File: src/motor_ss_pkg.sv
// Constants, types and register map of the motor start/stop control block.
`default_nettype none
package motor_ss_pkg;
  // Stop-selection codes and ranges (decimal values in hex).
  localparam logic [15:0] SEL_DECEL  = 16'h270f; // 9999
  localparam logic [15:0] SEL_RUNDIR = 16'h22b8; // 8888
  localparam logic [15:0] COAST_MAX  = 16'h0064; // 100 s
  localparam logic [15:0] OFS_LO     = 16'h03e8; // 1000
  localparam logic [15:0] OFS_HI     = 16'h044c; // 1100
  // Input terminal function codes.
  localparam logic [7:0]  FN_STOP    = 8'h19;    // 25
  localparam logic [7:0]  FN_FLUX    = 8'h4a;    // 74
  // Register byte addresses.
  localparam logic [7:0]  ADDR_CTRL  = 8'h00;
  localparam logic [7:0]  ADDR_TERM  = 8'h04;
  localparam logic [7:0]  ADDR_STAT  = 8'h08;
  // Control register fields and reset values.
  localparam int          CTRL_SEL_LSB = 0;
  localparam int          CTRL_SVC_BIT = 16;
  localparam int          CTRL_CAP_LSB = 17;
  localparam int          CTRL_JOG_BIT = 20;
  localparam logic [31:0] CTRL_RESET   = 32'h0000270f;
  localparam logic [31:0] TERM_RESET   = 32'h00000000;
  localparam logic [1:0]  RESP_OKAY    = 2'h0;
  localparam logic [1:0]  RESP_DECERR  = 2'h3;
  // Timing: one millisecond of the 50 MHz core clock.
  localparam int          CLK_HZ       = 50000000;
  localparam int          TICK_MS      = 1;
  localparam int          MS_CYCLES    = CLK_HZ / 1000 * TICK_MS;
  localparam logic [16:0] MS_PER_S     = 17'h003e8;
  // Longest flux decay per motor capacity class, in ms.
  localparam logic [10:0] DECAY_C0 = 11'h0fa; // 250
  localparam logic [10:0] DECAY_C1 = 11'h1f4; // 500
  localparam logic [10:0] DECAY_C2 = 11'h320; // 800
  localparam logic [10:0] DECAY_C3 = 11'h384; // 900
  localparam logic [10:0] DECAY_C4 = 11'h44c; // 1100

  typedef struct packed {
    logic       fwd;
    logic       rev;
    logic       stop_term;
    logic       jog;
    logic       out_stop;
    logic [1:0] gp;
    logic       fault;
    logic       dip_restart;
    logic       tuning;
  } pins_t;

  typedef struct packed {
    logic run_fwd;
    logic run_rev;
    logic decel;
    logic coast;
    logic gate_on;
    logic decaying;
  } drive_t;

  typedef enum logic [1:0] {M_IDLE, M_RUN, M_DECEL, M_COAST} motor_t;
  typedef enum logic [1:0] {S_ON, S_DECAY, S_CUT} shut_t;
endpackage
`default_nettype wire

File: src/motor_start_stop_control.sv
// Start/stop command decoding, stop method and flux-decay output shutoff.
//
// Function
// - 9999 setting decelerates when start removed.
// - 0-100 s setting coasts after set time.
// - 1000-1100 setting coasts after value minus 1000.
// - Two-wire: forward alone forward, reverse alone reverse.
// - Two-wire: both off or on decelerates.
// - 8888/1000-1100: run input plus direction input.
// - Self-hold only while stop input on.
// - Pulsed start is latched, motor keeps running.
// - Stop input off clears latch, decelerates.
// - Enabled jog input makes stop input ignored.
// - Output-stop input keeps the self-hold latch.
// - Code 25 routes stop to a terminal.
// - Code 74 routes flux shutoff to terminal.
// - Sensorless: decay flux, then cut, bounded time.
// - Other control methods cut output at once.
// - Dip restart or tuning cuts at once.
// - Other shutoff cause abandons decay immediately.
// - Output voltage stays on during flux decay.
`default_nettype none
module motor_start_stop_control
  import motor_ss_pkg::*;
#(
  parameter int MS_CYC = MS_CYCLES
) (
  input  wire logic        core_clk,
  input  wire logic        reset,
  input  wire logic        forward_start_input,
  input  wire logic        reverse_start_input,
  input  wire logic        stop_terminal,
  input  wire logic        jog_input,
  input  wire logic        output_stop_input,
  input  wire logic [1:0]  gp_terminal,
  input  wire logic        fault_input,
  input  wire logic        dip_restart_input,
  input  wire logic        online_tuning_input,
  output logic             run_forward,
  output logic             run_reverse,
  output logic             decel_stop,
  output logic             coast_stop,
  output logic             output_gate_on,
  output logic             flux_decay_active,
  input  wire logic [7:0]  s_axi_awaddr,
  input  wire logic        s_axi_awvalid,
  output logic             s_axi_awready,
  input  wire logic [31:0] s_axi_wdata,
  input  wire logic [3:0]  s_axi_wstrb,
  input  wire logic        s_axi_wvalid,
  output logic             s_axi_wready,
  output logic [1:0]       s_axi_bresp,
  output logic             s_axi_bvalid,
  input  wire logic        s_axi_bready,
  input  wire logic [7:0]  s_axi_araddr,
  input  wire logic        s_axi_arvalid,
  output logic             s_axi_arready,
  output logic [31:0]      s_axi_rdata,
  output logic [1:0]       s_axi_rresp,
  output logic             s_axi_rvalid,
  input  wire logic        s_axi_rready
);

  ////////////////////////////////////////////////////////////////////////
  // Functions.

  // Byte-lane merge of a write into a register.
  function automatic logic [31:0] merge(input logic [31:0] old,
                                        input logic [31:0] wd,
                                        input logic [3:0]  st);
    logic [31:0] r;
    r = old;
    for (int i = 0; i < 4; i++) begin
      if (st[i]) begin
        r[i*8 +: 8] = wd[i*8 +: 8];
      end
    end
    return r;
  endfunction

  // True when any general terminal assigned the given function code is on.
  function automatic logic fn_hit(input logic [15:0] term,
                                  input logic [1:0]  gp,
                                  input logic [7:0]  code);
    logic h;
    h = 1'b0;
    for (int i = 0; i < 2; i++) begin
      if (term[i*8 +: 8] == code && gp[i]) begin
        h = 1'b1;
      end
    end
    return h;
  endfunction

  // True when any general terminal is assigned the given function code.
  function automatic logic fn_used(input logic [15:0] term,
                                   input logic [7:0]  code);
    return term[7:0] == code || term[15:8] == code;
  endfunction

  ////////////////////////////////////////////////////////////////////////
  // Input synchronisers and previous samples for edge detection.

  pins_t raw;
  pins_t meta_q;
  pins_t pin_q;
  pins_t prev_q;

  assign raw = '{fwd: forward_start_input, rev: reverse_start_input,
                 stop_term: stop_terminal, jog: jog_input,
                 out_stop: output_stop_input, gp: gp_terminal,
                 fault: fault_input, dip_restart: dip_restart_input,
                 tuning: online_tuning_input};

  // Two stages before any logic, one more stage to see edges.
  always_ff @(posedge core_clk or posedge reset) begin
    if (reset) begin
      meta_q <= '0;
      pin_q  <= '0;
      prev_q <= '0;
    end else begin
      meta_q <= raw;
      pin_q  <= meta_q;
      prev_q <= pin_q;
    end
  end

  ////////////////////////////////////////////////////////////////////////
  // Register file and AXI4-Lite slave.

  logic [31:0] ctrl_q, next_ctrl;
  logic [31:0] term_q, next_term;
  logic        aw_full, next_aw_full;
  logic        w_full, next_w_full;
  logic [7:0]  waddr_q, next_waddr;
  logic [31:0] wdata_q, next_wdata;
  logic [3:0]  wstrb_q, next_wstrb;
  logic        bvalid_q, next_bvalid;
  logic [1:0]  bresp_q, next_bresp;
  logic        awrdy_q, next_awrdy;
  logic        wrdy_q, next_wrdy;
  logic        arrdy_q, next_arrdy;
  logic        rvalid_q, next_rvalid;
  logic [31:0] rdata_q, next_rdata;
  logic [1:0]  rresp_q, next_rresp;
  logic [31:0] stat;

  // Write channels are taken independently; the write lands when both
  // halves are held, and the response waits for bready.
  always_comb begin
    next_ctrl    = ctrl_q;
    next_term    = term_q;
    next_aw_full = aw_full;
    next_w_full  = w_full;
    next_waddr   = waddr_q;
    next_wdata   = wdata_q;
    next_wstrb   = wstrb_q;
    next_bvalid  = bvalid_q;
    next_bresp   = bresp_q;
    if (s_axi_awvalid && awrdy_q) begin
      next_aw_full = 1'b1;
      next_waddr   = s_axi_awaddr;
    end
    if (s_axi_wvalid && wrdy_q) begin
      next_w_full = 1'b1;
      next_wdata  = s_axi_wdata;
      next_wstrb  = s_axi_wstrb;
    end
    if (bvalid_q && s_axi_bready) begin
      next_bvalid = 1'b0;
    end
    if (aw_full && w_full && !bvalid_q) begin
      next_aw_full = 1'b0;
      next_w_full  = 1'b0;
      next_bvalid  = 1'b1;
      next_bresp   = RESP_OKAY;
      if (waddr_q == ADDR_CTRL) begin
        next_ctrl = merge(ctrl_q, wdata_q, wstrb_q);
      end else if (waddr_q == ADDR_TERM) begin
        next_term = merge(term_q, wdata_q, wstrb_q);
      end else if (waddr_q != ADDR_STAT) begin
        next_bresp = RESP_DECERR;
      end
    end
    next_awrdy = !next_aw_full;
    next_wrdy  = !next_w_full;
  end

  // Read channel: one read in flight, address taken only when idle.
  always_comb begin
    next_rvalid = rvalid_q;
    next_rdata  = rdata_q;
    next_rresp  = rresp_q;
    if (rvalid_q && s_axi_rready) begin
      next_rvalid = 1'b0;
    end
    if (s_axi_arvalid && arrdy_q) begin
      next_rvalid = 1'b1;
      next_rresp  = RESP_OKAY;
      if (s_axi_araddr == ADDR_CTRL) begin
        next_rdata = ctrl_q;
      end else if (s_axi_araddr == ADDR_TERM) begin
        next_rdata = term_q;
      end else if (s_axi_araddr == ADDR_STAT) begin
        next_rdata = stat;
      end else begin
        next_rdata = 32'h0;
        next_rresp = RESP_DECERR;
      end
    end
    next_arrdy = !next_rvalid;
  end

  // Bus registers.
  always_ff @(posedge core_clk or posedge reset) begin
    if (reset) begin
      ctrl_q   <= CTRL_RESET;
      term_q   <= TERM_RESET;
      aw_full  <= 1'b0;
      w_full   <= 1'b0;
      waddr_q  <= 8'h00;
      wdata_q  <= 32'h0;
      wstrb_q  <= 4'h0;
      bvalid_q <= 1'b0;
      bresp_q  <= RESP_OKAY;
      awrdy_q  <= 1'b1;
      wrdy_q   <= 1'b1;
      arrdy_q  <= 1'b1;
      rvalid_q <= 1'b0;
      rdata_q  <= 32'h0;
      rresp_q  <= RESP_OKAY;
    end else begin
      ctrl_q   <= next_ctrl;
      term_q   <= next_term;
      aw_full  <= next_aw_full;
      w_full   <= next_w_full;
      waddr_q  <= next_waddr;
      wdata_q  <= next_wdata;
      wstrb_q  <= next_wstrb;
      bvalid_q <= next_bvalid;
      bresp_q  <= next_bresp;
      awrdy_q  <= next_awrdy;
      wrdy_q   <= next_wrdy;
      arrdy_q  <= next_arrdy;
      rvalid_q <= next_rvalid;
      rdata_q  <= next_rdata;
      rresp_q  <= next_rresp;
    end
  end

  ////////////////////////////////////////////////////////////////////////
  // Command decode.

  logic [15:0] sel;
  logic        svc;
  logic [2:0]  cap;
  logic        jog_en;
  logic        in_ofs;
  logic        mode3;
  logic        timed;
  logic [16:0] lim_ms;
  logic        stop_sig;
  logic        flux_sig;
  logic        hold_en;
  logic        want_f;
  logic        want_r;
  logic        fall_f;
  logic        fall_r;
  logic        other_cut;
  logic [10:0] decay_lim;

  assign sel    = ctrl_q[CTRL_SEL_LSB +: 16];
  assign svc    = ctrl_q[CTRL_SVC_BIT];
  assign cap    = ctrl_q[CTRL_CAP_LSB +: 3];
  assign jog_en = ctrl_q[CTRL_JOG_BIT];
  assign in_ofs = sel >= OFS_LO && sel <= OFS_HI;
  assign mode3  = sel == SEL_RUNDIR || in_ofs;
  assign timed  = sel <= COAST_MAX || in_ofs;
  // Coast delay in ms; offset settings drop the 1000.
  assign lim_ms = 17'(in_ofs ? sel - OFS_LO : sel) * MS_PER_S;

  // A terminal coded for stop takes the function off the default pin.
  assign stop_sig = fn_used(term_q[15:0], FN_STOP)
                  ? fn_hit(term_q[15:0], pin_q.gp, FN_STOP)
                  : pin_q.stop_term;
  assign flux_sig = fn_hit(term_q[15:0], pin_q.gp, FN_FLUX);
  // Stop input enables holding unless an enabled jog overrides it.
  assign hold_en  = stop_sig && !(pin_q.jog && jog_en);

  // Two-wire: each input its own direction; run/direction otherwise.
  assign want_f = pin_q.fwd && !pin_q.rev;
  assign want_r = mode3 ? pin_q.fwd && pin_q.rev
                        : pin_q.rev && !pin_q.fwd;
  assign fall_f = prev_q.fwd && !pin_q.fwd;
  assign fall_r = prev_q.rev && !pin_q.rev;
  assign other_cut = pin_q.out_stop || pin_q.fault;

  always_comb begin
    case (cap)
      3'h0:    decay_lim = DECAY_C0;
      3'h1:    decay_lim = DECAY_C1;
      3'h2:    decay_lim = DECAY_C2;
      3'h3:    decay_lim = DECAY_C3;
      default: decay_lim = DECAY_C4;
    endcase
  end

  ////////////////////////////////////////////////////////////////////////
  // Millisecond tick, free running; timers see up to 1 ms of phase.

  logic [31:0] pre_q, next_pre;
  logic        tick;

  assign tick = pre_q == 32'(MS_CYC - 1);

  always_comb begin
    next_pre = tick ? 32'h0 : pre_q + 32'h1;
  end

  always_ff @(posedge core_clk or posedge reset) begin
    if (reset) begin
      pre_q <= 32'h0;
    end else begin
      pre_q <= next_pre;
    end
  end

  ////////////////////////////////////////////////////////////////////////
  // Self-hold latch and motor state.

  logic        hold_q, next_hold;
  logic        hrev_q, next_hrev;
  motor_t      mst_q, next_mst;
  logic        dir_q, next_dir;
  logic [16:0] mcnt_q, next_mcnt;
  logic        cmd_on;
  logic        cmd_rev;

  // The latch clears only when hold_en drops (stop input off or enabled jog on); output stop leaves it.
  always_comb begin
    next_hold = hold_q;
    next_hrev = hrev_q;
    if (!hold_en) begin
      next_hold = 1'b0;
    end else if (mode3) begin
      if (fall_f) begin
        next_hold = 1'b1;
      end
    end else if (fall_f) begin
      next_hold = 1'b1;
      next_hrev = 1'b0;
    end else if (fall_r) begin
      next_hold = 1'b1;
      next_hrev = 1'b1;
    end
  end

  // Live command wins; a held start keeps running after release.
  always_comb begin
    cmd_on  = want_f || want_r || (hold_en && hold_q);
    cmd_rev = (want_f || want_r) ? want_r
            : (mode3 ? pin_q.rev : hrev_q);
    next_mst  = mst_q;
    next_dir  = dir_q;
    next_mcnt = mcnt_q;
    if (cmd_on) begin
      next_mst  = M_RUN;
      next_dir  = cmd_rev;
      next_mcnt = 17'h0;
    end else begin
      case (mst_q)
        M_RUN: begin
          next_mst  = M_DECEL;
          next_mcnt = 17'h0;
        end
        M_DECEL: begin
          // Strictly more ticks than the delay guarantees the full time.
          if (timed && mcnt_q > lim_ms) begin
            next_mst = M_COAST;
          end else if (tick && timed) begin
            next_mcnt = mcnt_q + 17'h1;
          end
        end
        default: next_mst = mst_q;
      endcase
    end
  end

  always_ff @(posedge core_clk or posedge reset) begin
    if (reset) begin
      hold_q <= 1'b0;
      hrev_q <= 1'b0;
      mst_q  <= M_IDLE;
      dir_q  <= 1'b0;
      mcnt_q <= 17'h0;
    end else begin
      hold_q <= next_hold;
      hrev_q <= next_hrev;
      mst_q  <= next_mst;
      dir_q  <= next_dir;
      mcnt_q <= next_mcnt;
    end
  end

  ////////////////////////////////////////////////////////////////////////
  // Flux-decay output shutoff.

  shut_t       sst_q, next_sst;
  logic [10:0] dcnt_q, next_dcnt;
  logic        fast_cut;

  assign fast_cut = !svc || pin_q.dip_restart || pin_q.tuning;

  always_comb begin
    next_sst  = sst_q;
    next_dcnt = dcnt_q;
    case (sst_q)
      S_ON: begin
        if (flux_sig) begin
          next_dcnt = 11'h0;
          next_sst  = (fast_cut || other_cut) ? S_CUT
                                              : S_DECAY;
        end
      end
      S_DECAY: begin
        if (other_cut || pin_q.dip_restart || pin_q.tuning) begin
          next_sst = S_CUT;
        end else if (!flux_sig) begin
          next_sst = S_ON;
        end else if (dcnt_q >= decay_lim) begin
          next_sst = S_CUT;
        end else if (tick) begin
          next_dcnt = dcnt_q + 11'h1;
        end
      end
      default: begin
        if (!flux_sig) begin
          next_sst = S_ON;
        end
      end
    endcase
  end

  always_ff @(posedge core_clk or posedge reset) begin
    if (reset) begin
      sst_q  <= S_ON;
      dcnt_q <= 11'h0;
    end else begin
      sst_q  <= next_sst;
      dcnt_q <= next_dcnt;
    end
  end

  ////////////////////////////////////////////////////////////////////////
  // Drive outputs, registered from next state.

  drive_t drv_q, next_drv;

  // Decay keeps the gate on; only a cut, stop or fault drops it.
  always_comb begin
    next_drv.run_fwd  = next_mst == M_RUN && !next_dir;
    next_drv.run_rev  = next_mst == M_RUN && next_dir;
    next_drv.decel    = next_mst == M_DECEL;
    next_drv.coast    = next_mst == M_COAST;
    next_drv.decaying = next_sst == S_DECAY;
    next_drv.gate_on  = (next_mst == M_RUN || next_mst == M_DECEL)
                     && next_sst != S_CUT && !other_cut;
  end

  always_ff @(posedge core_clk or posedge reset) begin
    if (reset) begin
      drv_q <= '0;
    end else begin
      drv_q <= next_drv;
    end
  end

  assign stat = {24'h0, sst_q, mst_q, dir_q, hold_q, hold_en, drv_q.gate_on};

  assign run_forward       = drv_q.run_fwd;
  assign run_reverse       = drv_q.run_rev;
  assign decel_stop        = drv_q.decel;
  assign coast_stop        = drv_q.coast;
  assign output_gate_on    = drv_q.gate_on;
  assign flux_decay_active = drv_q.decaying;
  assign s_axi_awready     = awrdy_q;
  assign s_axi_wready      = wrdy_q;
  assign s_axi_bvalid      = bvalid_q;
  assign s_axi_bresp       = bresp_q;
  assign s_axi_arready     = arrdy_q;
  assign s_axi_rvalid      = rvalid_q;
  assign s_axi_rdata       = rdata_q;
  assign s_axi_rresp       = rresp_q;
endmodule
`default_nettype wire

File: config.mk
export PLATFORM = sky130hd
export DESIGN_NAME = motor_start_stop_control
export DESIGN_NICKNAME = d
export VERILOG_FILES = /design/src/motor_ss_pkg.sv /design/src/motor_start_stop_control.sv
export SDC_FILE = /design/constraint.sdc
export NUM_CORES = 1
export LEC_CHECK = 0
export BUFFER_PORTS_ARGS = -buffer_cell sky130_fd_sc_hd__buf_2
export CORE_ASPECT_RATIO = 0.9
export CORE_MARGIN = 5
export CORE_UTILIZATION = 55
export CTS_BUF_LIST = sky130_fd_sc_hd__clkbuf_8
export DETAILED_ROUTE_END_ITERATION = 10
export GPL_TIMING_DRIVEN = 0
export PLACE_DENSITY = 0.74
export SLEW_MARGIN = 0
export SYNTH_ARGS = -nofsm -noshare
export SYNTH_HDL_FRONTEND = slang
export SYNTH_SLANG_ARGS = --single-unit
File: constraint.sdc
create_clock -name core_clk -period 10.1 [get_ports core_clk]
set_input_delay 1.01 -clock core_clk [delete_from_list [all_inputs] [get_ports core_clk]]
set_output_delay 1.01 -clock core_clk [all_outputs]
set_load 0.05 [all_outputs]
Word level (Yosys, flattened, before mapping)
Cells that the tools add are included. Widths: inputs -> output; s select.

Word-level logic and storage cells: 220. Output and inout port bits: 47. Input bits: 69. Bits in registers: 246.

Add/subtract/negate cells: 4. Reductions and logical operators: 68. Magnitude comparators: 5. $mul: 1. Multiplexer cells: 55. Bitwise operators: 2. Eq/ne operators: 30.

Operator list (count): $mux 32 (3); $mux 17 (4); $mux 11 (5); $pmux 11 s4 (1); $pmux 17 s2 (1); $add 32x1->32 const B (1); $eq 32x16->1 const B (1); $mux 2 (14); $logic_and 1x1->1 (26); $mux 1 (23); $pmux 11 s2 (1); $reduce_and 3->1 (6); $add 17x1->17 const B (1); $gt 17x17->1 (1); $mul 17x7->14 const B (1); $sub 16x10->17 const B (1); $eq 16x14->1 const B (1); $eq 8x3->1 const B (2); $eq 8x5->1 const B (2); $eq 8x7->1 const B (2); $ge 16x10->1 const B (1); $le 16x11->1 const B (1); $le 16x7->1 const B (1); $logic_not 8->1 (2); other kinds (24) (63).

Depth between registers and ports, before layout
Gate-level depths: netlist (run 1).

Depth after elaboration: 13. Mapped depth: 32. Gate-level depth less buffers: 32.

Least setup slack after synthesis (run 1)
No wires, ideal clock.

Path type: register to register. From: register ctrl_q[1]. To: register drv_q, in the netlist output_gate_on. Clock period less this slack: 7546 ps. Path slack: 2554 ps. Data required time: 9975 ps. Buffers on the path: 0. Setup time: 125 ps. Stages on the path, launching flop included: 31. Data arrival time: 7421 ps. Cell sequence: dfstp_2 -> inv_1 -> ha_1 -> and3b_1 -> o31ai_1 -> a32oi_2 -> mux2i_1 -> ha_1 -> fa_1 -> inv_1 -> fa_1 -> fa_1 -> inv_1 -> ha_1 -> inv_1 -> o21bai_1 -> a21oi_1 -> nor2b_1 -> o41ai_1 -> o21ai_0 -> xnor2_1 -> ha_1 -> nand4_1 -> nor4_1 -> a21o_1 -> a31oi_1 -> a31oi_1 -> a21oi_1 -> or2_2 -> ha_1 -> a2111oi_0.

RTL lines: start, declared (line motor_start_stop_control.sv:131) `logic [31:0] ctrl_q, next_ctrl;`; start signal, assigned (line motor_start_stop_control.sv:233) `ctrl_q <= next_ctrl;`; end signal, assigned (line motor_start_stop_control.sv:474) `drv_q <= next_drv;`; end, declared (line motor_start_stop_control.sv:457) `drive_t drv_q, next_drv;`.

==> results of run 1 <==
## sequential cells by signal (all words and copies together), names as in the netlist, 2 cells and up
register     count
ctrl_q          32
dcnt_q          11
mcnt_q          17
meta_q          10
mst_q            2
pin_q           10
pre_q           32
prev_q           2
s_axi_rdata     32
sst_q            2
term_q          32
waddr_q          8
wdata_q         32
wstrb_q          4
## final cells by class
cell class	count	area, µm²
clock buffer	55	757
multi-input combinational	737	5920
fill	1801	8100
tap	297	372
buffer	27	119
inverter	90	345
clock inverter	18	113
sequential	244	6120
timing repair buffer	116	603
## final timing paths
kind / to / from
setup reg to reg: output_gate_on / ctrl_q[1]
hold / removal: pin_q[5] / meta_q[5]
max in group asynchronous: wdata_q[19] / reset
min in group asynchronous: mcnt_q[3] / reset
setup / recovery: output_gate_on / ctrl_q[1]
hold reg to reg: pin_q[5] / meta_q[5]
## Yosys cell counts, drive strengths merged (20+ instances only)
cell type  count  area [µm²]
o21ai         48         244
xor2          20         175
a22oi         25         188
a21oi         28         140
nor4          20         125
inv           90         338
nand2         83         312
nor2          61         231
ha            62         776
clkbuf        21        78.8
xnor2         53         464
dfrtp        233        5830
fa            29         581
nand3         22         115
mux2         109        1230
## worst register-to-register path: cells and delay by family (launching register included)
family,cells,cell delay (ns)
buffers and inverters,4,0.31
adder cells (fa/ha/maj),8,2.94
AND/OR/NAND/NOR,5,0.72
AO/OA/AOI/OAI,11,3.26
XOR/XNOR,1,0.22
flip-flops,1,0.65
multiplexers,1,0.78
## kinds of logic after synthesis
kind of cell | Yosys count
AND/OR/NAND/NOR | 298
XOR/XNOR | 73
buffers and inverters | 117
AO/OA/AOI/OAI | 155
multiplexers | 120
adder cells (fa/ha/maj) | 91
flip-flops | 244
## metrics by stage
step	worst slack [ns]	setup TNS (ns)	total power, µW	hold WS [ns]	std cells
floorplan	2.41	0	2030	0.331	1098
global placement	-0.141	-28.16	2270	0.332	1510
detailed placement	1.19	0	2320	0.336	1511
CTS	1.17	0	3230	0.350	1584
global route	0.580	0	3430	0.356	1584
finish	1.09	0	3200	0.348	1584
## layer usage
layer,wire (µm),track usage (%),vias to the layer above
li1,-,-,4164
met1,12500,30.6,4391
met2,12400,33.1,232
met3,1910,5.35,59
met4,676,6.45,2
met5,7,0,-
## power breakdown
| part | internal [µW] | switching (µW) |
|---|---|---|
| combinational | 399 | 635 |
| sequential | 1140 | 123 |
| clock | 512 | 392 |
==> results, run 1 <==
- The flow ran to the end, and the final reports show no timing, DRC or antenna violations.
- The worst pin sits at a relative slew slack of 8.01%.
- The count of routing violations after the opening detailed-route iteration is 558.
- Global routing finished with a remaining overflow of 0.
- Once the floorplan was initialized, standard cells occupied 55.7% of the core.
- The initialized floorplan defines 52 standard-cell rows.
- The total die area is 25800 µm².
- The number of slew-limit violations in the final report is 0.
- After detailed routing, the average wire length per cell comes to 17.3 µm.
- The repair_antennas step left the layout with diodes totalling 0.
- Cells fill 63.9% of the core in the end.
- The clock passes through at most 3 buffers.
- Synthesis produced 1098 cells.
- The min-delay analysis places its worst path in the category reg2reg.
- In this run the power density over the cells is 223 nW/µm².
- The final count of hold timing violations came to 0.
- The tool flagged a number of max-cap violations equal to 0.
- At the later pin of the worst-skew pair, clock insertion delay measures 0.55 ns.
- In this run the vertical extent of the chip is 153 µm.
- Together, buffers and inverters on the worst path number 4.
- The largest family of logic cells by synthesized area is simple AND/OR/NAND/NOR gates.
- The startpoint kind of the worst setup timing path is a register.
- The total area inside the core boundary comes to 22400 µm².
- Of the cells placed in the final design, the portion with a size suffix greater than 1 is 24.4%.
- The data required time of the critical path is 10.50 ns.
- The synthesized netlist devotes 8.02% of its cell area to compound gates.
- The clock-pin slew reported for the worst setup and hold paths after clock tree synthesis is 0.06 ns.
- The final wirelength is 27.5 mm.
- The largest stage delay on the critical path is 0.87 ns.
- For this design, the CTS-stage hold fixing added 0 buffers.
- In the routed design, unresolved DRC markers number 0.
- Detailed placement finished with a half-perimeter wire length of 20.0 mm.
- The die outline width is 169 µm.
- The Yosys step of the flow raised 0 warnings.
- The cell family contributing the most delay on the critical path is compound AO/OA/AOI/OAI gates.
- The number of clock buffers added by TritonCTS is 41.
- The flop-to-flop setup slack is 1.09 ns.
- The via count of the first global-routing pass is 9117.
- The arrival time of data at the critical path endpoint is 9.41 ns.
- The adder-cell area share of the yosys netlist is 10.9%.
- The pin count of the biggest net entering global routing is 131.
- The post-synth net total is 1258.
- The post-route minimum period is 9.01 ns.
- Counting flops and latches in the post-synthesis netlist gives 244.
- The number of enable flip-flop cells after synthesis is 0.
- In the synthesized netlist the dominant register cell turns out to be dfrtp_1.
- By startpoint and endpoint, the worst setup path is classified as reg2reg.
- The tree built by TritonCTS fans out to 244 sinks.
- The proportion of synthesized area in mux cells is 10.7%.
- In the layout the commonest cells are dfrtp_1 (233), buf_2 (117), mux2_2 (109), inv_1 (102), nand2_1 (83).
- The analysis attributes to cell leakage a power of 0.00688 µW.
- Leaving out fill and tap cells, the most frequent cell in the layout is dfrtp_1.
- The simple logic cell fraction of the synthesized area is 12.7%.
- The portion of the clock cycle consumed by the worst path in the final layout is 89.2%.
- The initial antenna violation count is 1.
- The I/O pin count is 116.
- The final design instance area without fill is 14400 µm².
- The detailed-router iteration count before antenna repair is 4.
- Setup violations remaining at the end of the flow were counted as 0.
- After synthesis, the share of flip-flops with an asynchronous set or reset is 100%.
- The area of the mapped netlist is 12500 µm².
- In the routed layout, each cell is associated on average with a via count of 5.59.
- In the global route stage, overall resource usage came out at 21.6%.
- Routability-driven placement finished with a final weighted congestion of 0.859.
- The clock arrives with 0.0280 ns of skew.
- Port buffering added 115 buffers.
- Dividing the synthesized area by the synthesized cell count gives 11.4 µm².
- The number of stages on the worst setup path is 30.
- CTS placed an instance of clkbuf_8 at the clock tree root.
- Compared with the post-synthesis result, the final layout area differs by 14.8%.
- The xor-xnor portion of the synthesized cell area is 5.12%.
- The first global-routing pass estimated 45.8 mm of wire.
- Summing the sequential cell areas from Yosys gives 49.0% of the chip area.
- Setup repair after global routing left no endpoint under its margin.
- The dominant cell type by count on the critical path is ha_1.
- For the pin with the worst max-slew slack, the measured transition is 1.37 ns.
- The kind of capture point of the worst setup path is a register.
- The detail route stage leaves a number of antenna-violating nets equal to 0.
- The CTS tree is done.
- The number of buffers inserted to repair setup after CTS is 0.
- IR analysis of the VDD net gives a maximum drop of 0.177 mV.
- The number of different library cells used by synthesis comes to 65.
- Post-CTS repair changed the size of 0 cells.
- The slowest stage of the critical path is the a31oi_1 cell.
- The cell depth of the worst flop-to-flop path is 30.
- The CTS H-tree depth is 2.
- The final route contains 8848 vias.
- The net count of the finished layout is 1417.
- Along the worst path, the maximum fanout reaches 9.
- The maximum clock rate is 0.111 GHz.
- Counting instances, the worst hold path has a depth of 0.
- The post-detailed-placement cell area is 13500 µm².
No activity file was read; power rests on OpenSTA's default activity.
==> run 2, diff against run 1 <==
--- a/config.mk
+++ b/config.mk
@@ -9,7 +9,6 @@
 export CORE_ASPECT_RATIO = 0.9
 export CORE_MARGIN = 5
 export CORE_UTILIZATION = 55
-export CTS_BUF_LIST = sky130_fd_sc_hd__clkbuf_8
 export DETAILED_ROUTE_END_ITERATION = 10
 export GPL_TIMING_DRIVEN = 0
 export PLACE_DENSITY = 0.74
==> run 2 against run 1 <==
Non-clock buffer count did not move. Largest cell class unchanged. Largest power group unchanged. Worst setup slack improved by 0.029 ns. Fmax rose by 0.32%. Wire length fell by 0.32%.
==> results, run 2 (same netlist as run 1, synthesis figures left out) <==
- The run finished with clean final reports.
- In this run the vertical extent of the chip is 153 µm.
- The worst setup path is launched from a register.
- The initial cell density of the core is 55.7%.
- For this run, the total global-route usage over all layers was measured as 21.5%.
- Setup violations remaining at the end of the flow were counted as 0.
- The DRC violations left is 0.
- The post-detailed-placement cell area is 13500 µm².
- The footprint of the flip-flops and latches is 6120 µm².
- Across the VDD grid, the largest voltage drop is 0.228 mV.
- The count of buffers inserted at the top-level ports is 115.
- The post-route netlist has 23.3% of its cells at a drive strength greater than 1.
- The layout net count is 1401.
- The repair_antennas step left the layout with diodes totalling 0.
- The placeable core region is 22400 µm².
- The filler cells instantiated in the layout total 1796.
- For this block, the initial DRC count from the detailed router was 598.
- The initial antenna violation count is 1.
- The quantity of gates resized following cts is 0.
- The final design instance area without fill is 14300 µm².
- Data arrives at the worst endpoint at 9.38 ns.
- The worst pin sits at a relative slew slack of 13.2%.
- The post-route minimum period is 8.98 ns.
- STA puts the critical path data required time at 10.50 ns.
- The via count of the first global-routing pass came to 8970.
- The critical-path cell with the highest stage delay is a31oi_1.
- The die covers 25800 µm².
- The I/O pin count is 116.
- The routed length per instance is 17.6 µm.
- The top routing layer in use is met5.
- Of all nets on the critical path, the largest fanout is 10.
- The die outline width is 169 µm.
- Leaving out fill and tap cells, the most frequent cells in the layout are dfrtp_1 (233), buf_2 (117), mux2_2 (109), inv_1 (89), nand2_1 (83).
- Power spread over the standard cell area amounts to 226 nW/µm².
- The CTS H-tree depth is 1.
- The worst reg2reg path endpoint is output_gate_on.
- Leaving out fill and tap cells, the most frequent cell in the layout is dfrtp_1.
- The source of the worst hold timing path is meta_q[5].
- The worst setup path is captured at a register.
- For this design, the sink count on the clock tree is 244.
- For hold timing, the worst endpoint is pin_q[5].
- Cells fill 63.9% of the core in the end.
- In this run the deepest clock path goes through 3 buffers.
- The worst register-to-register path begins at ctrl_q[0].
- The worst hold path was traced through 0 stages.
- The root buffer cell is clkbuf_16.
- Timing would allow up to 0.111 GHz.
- The vias per cell is 5.55.
- Detailed routing placed a total of 1.70 mm of wire on met3.
- Detailed routing inserted a total of 8639 vias.
- The floorplan row count is 52.
- The number of slew-limit violations in the final report is 0.
- The detailed-router iteration count before antenna repair is 5.
- The weighted congestion reported at the end of routability-driven placement is 0.859.
- The count of nets left with antenna violations once routing finished came out at 0.
- For the pin with the worst max-slew slack, the measured transition is 1.29 ns.
- The worst setup path category is reg2reg.
- The multi-input combinational cells in the finished layout cover a total of 5930 µm².
- The leakage power of the design is 0.00680 µW.
- Setup repair after global routing left no endpoint under its margin.
- The HPWL after detailed placement is 20.0 mm.
- The overall power of the completed layout is 3240 µW.
- TritonCTS built the clock tree.
- The most numerous cell type found on the critical path is ha_1.
- The routed length on met2 is 12.5 mm.
- The met1 wire length is 12.5 mm.
- The pin count of the biggest net entering global routing is 131.
- The class of the tightest hold or removal check is reg2reg.
- For flop-to-flop paths, the worst setup slack is 1.12 ns.
- The portion of the clock cycle consumed by the worst path in the final layout is 88.9%.
- The global route total overflow is 0.
- The number of buffers inserted to repair setup after CTS is 0.
- The final count of hold timing violations is 0.
- The layout overhead on the synthesized area is 14.7%.
- The clock latency at the later pin of the worst-skew pair is 0.54 ns.
- The clock-pin slew reported for the worst setup and hold paths after clock tree synthesis is 0.06 ns.
- The number of standard cells in the layout, taps in and fillers out is 1557.
- For this design, the CTS-stage hold fixing added 0 buffers.
- The first global-routing pass estimated 45.9 mm of wire.
- The cell depth of the worst flop-to-flop path is 30.
- The tool flagged a number of max-cap violations equal to 0.
- Clock tree synthesis inserted a total of 25 buffers.
- Wires add up to 27.4 mm.
- Including well taps, the total number of placed cells is 1511.
- The worst clock skew is 0.0175 ns.
- For this run, the slowest stage of the critical path takes 0.88 ns.
-- run 2: cell types whose count changed in the layout (fill, tap and decap cells not counted), sizes merged --
cell | previous run | this run
bufinv | 1 | 2
clkbuf | 76 | 60
inv | 103 | 91
-- run 2: metal layers --
layer | GRT usage [%] | vias to the layer above
met5 | 0 | -
met4 | 5.22 | 2
met3 | 4.96 | 47
met2 | 33.4 | 204
met1 | 31.0 | 4266
li1 | - | 4120
-- run 2: critical path, delay by kind of cell (launching register included) --
kind | cells | cell delay [ns]
compound gates | 11 | 3.23
fa+ha+maj | 8 | 2.96
mux | 1 | 0.75
simple gates | 5 | 0.72
flops | 1 | 0.67
buf+inv | 4 | 0.28
xor+xnor | 1 | 0.22
-- run 2: area by class of cell --
type	instances	area share, %
well taps	297	2.59
clock inverters	7	0.742
plain buffers	27	0.829
flip-flops and latches	244	42.7
repair buffers	116	4.21
inverters	90	2.41
clock buffers	39	5.15
multi-input cells	737	41.4
-- run 2: report_power, final --
part / internal (µW) / switching (µW) / total (µW)
Sequential: 1140 / 124 / 1260
Combinational: 399 / 638 / 1040
Clock: 557 / 387 / 944
Total: 2090 / 1150 / 3240
-- run 2: through the flow --
step	hold slack, ns	setup TNS [ns]	setup WS, ns
finish	0.349	0	1.12
floorplan	0.331	0	2.41
global route	0.357	0	0.563
CTS	0.349	0	1.15
global placement	0.332	-28.16	-0.141
detailed placement	0.336	0	1.19
-- run 2: how the worst max path moves through the flow --
stage,start,end,slack [ns],cells after the start
after floorplan,reset,aw_full,2.41,1
after global placement,reset,ctrl_q[22],-0.14,2
after detailed placement,ctrl_q[0],output_gate_on,1.19,30
after CTS,ctrl_q[0],output_gate_on,1.15,30
after global routing,ctrl_q[1],output_gate_on,0.56,30
final,ctrl_q[0],output_gate_on,1.12,30
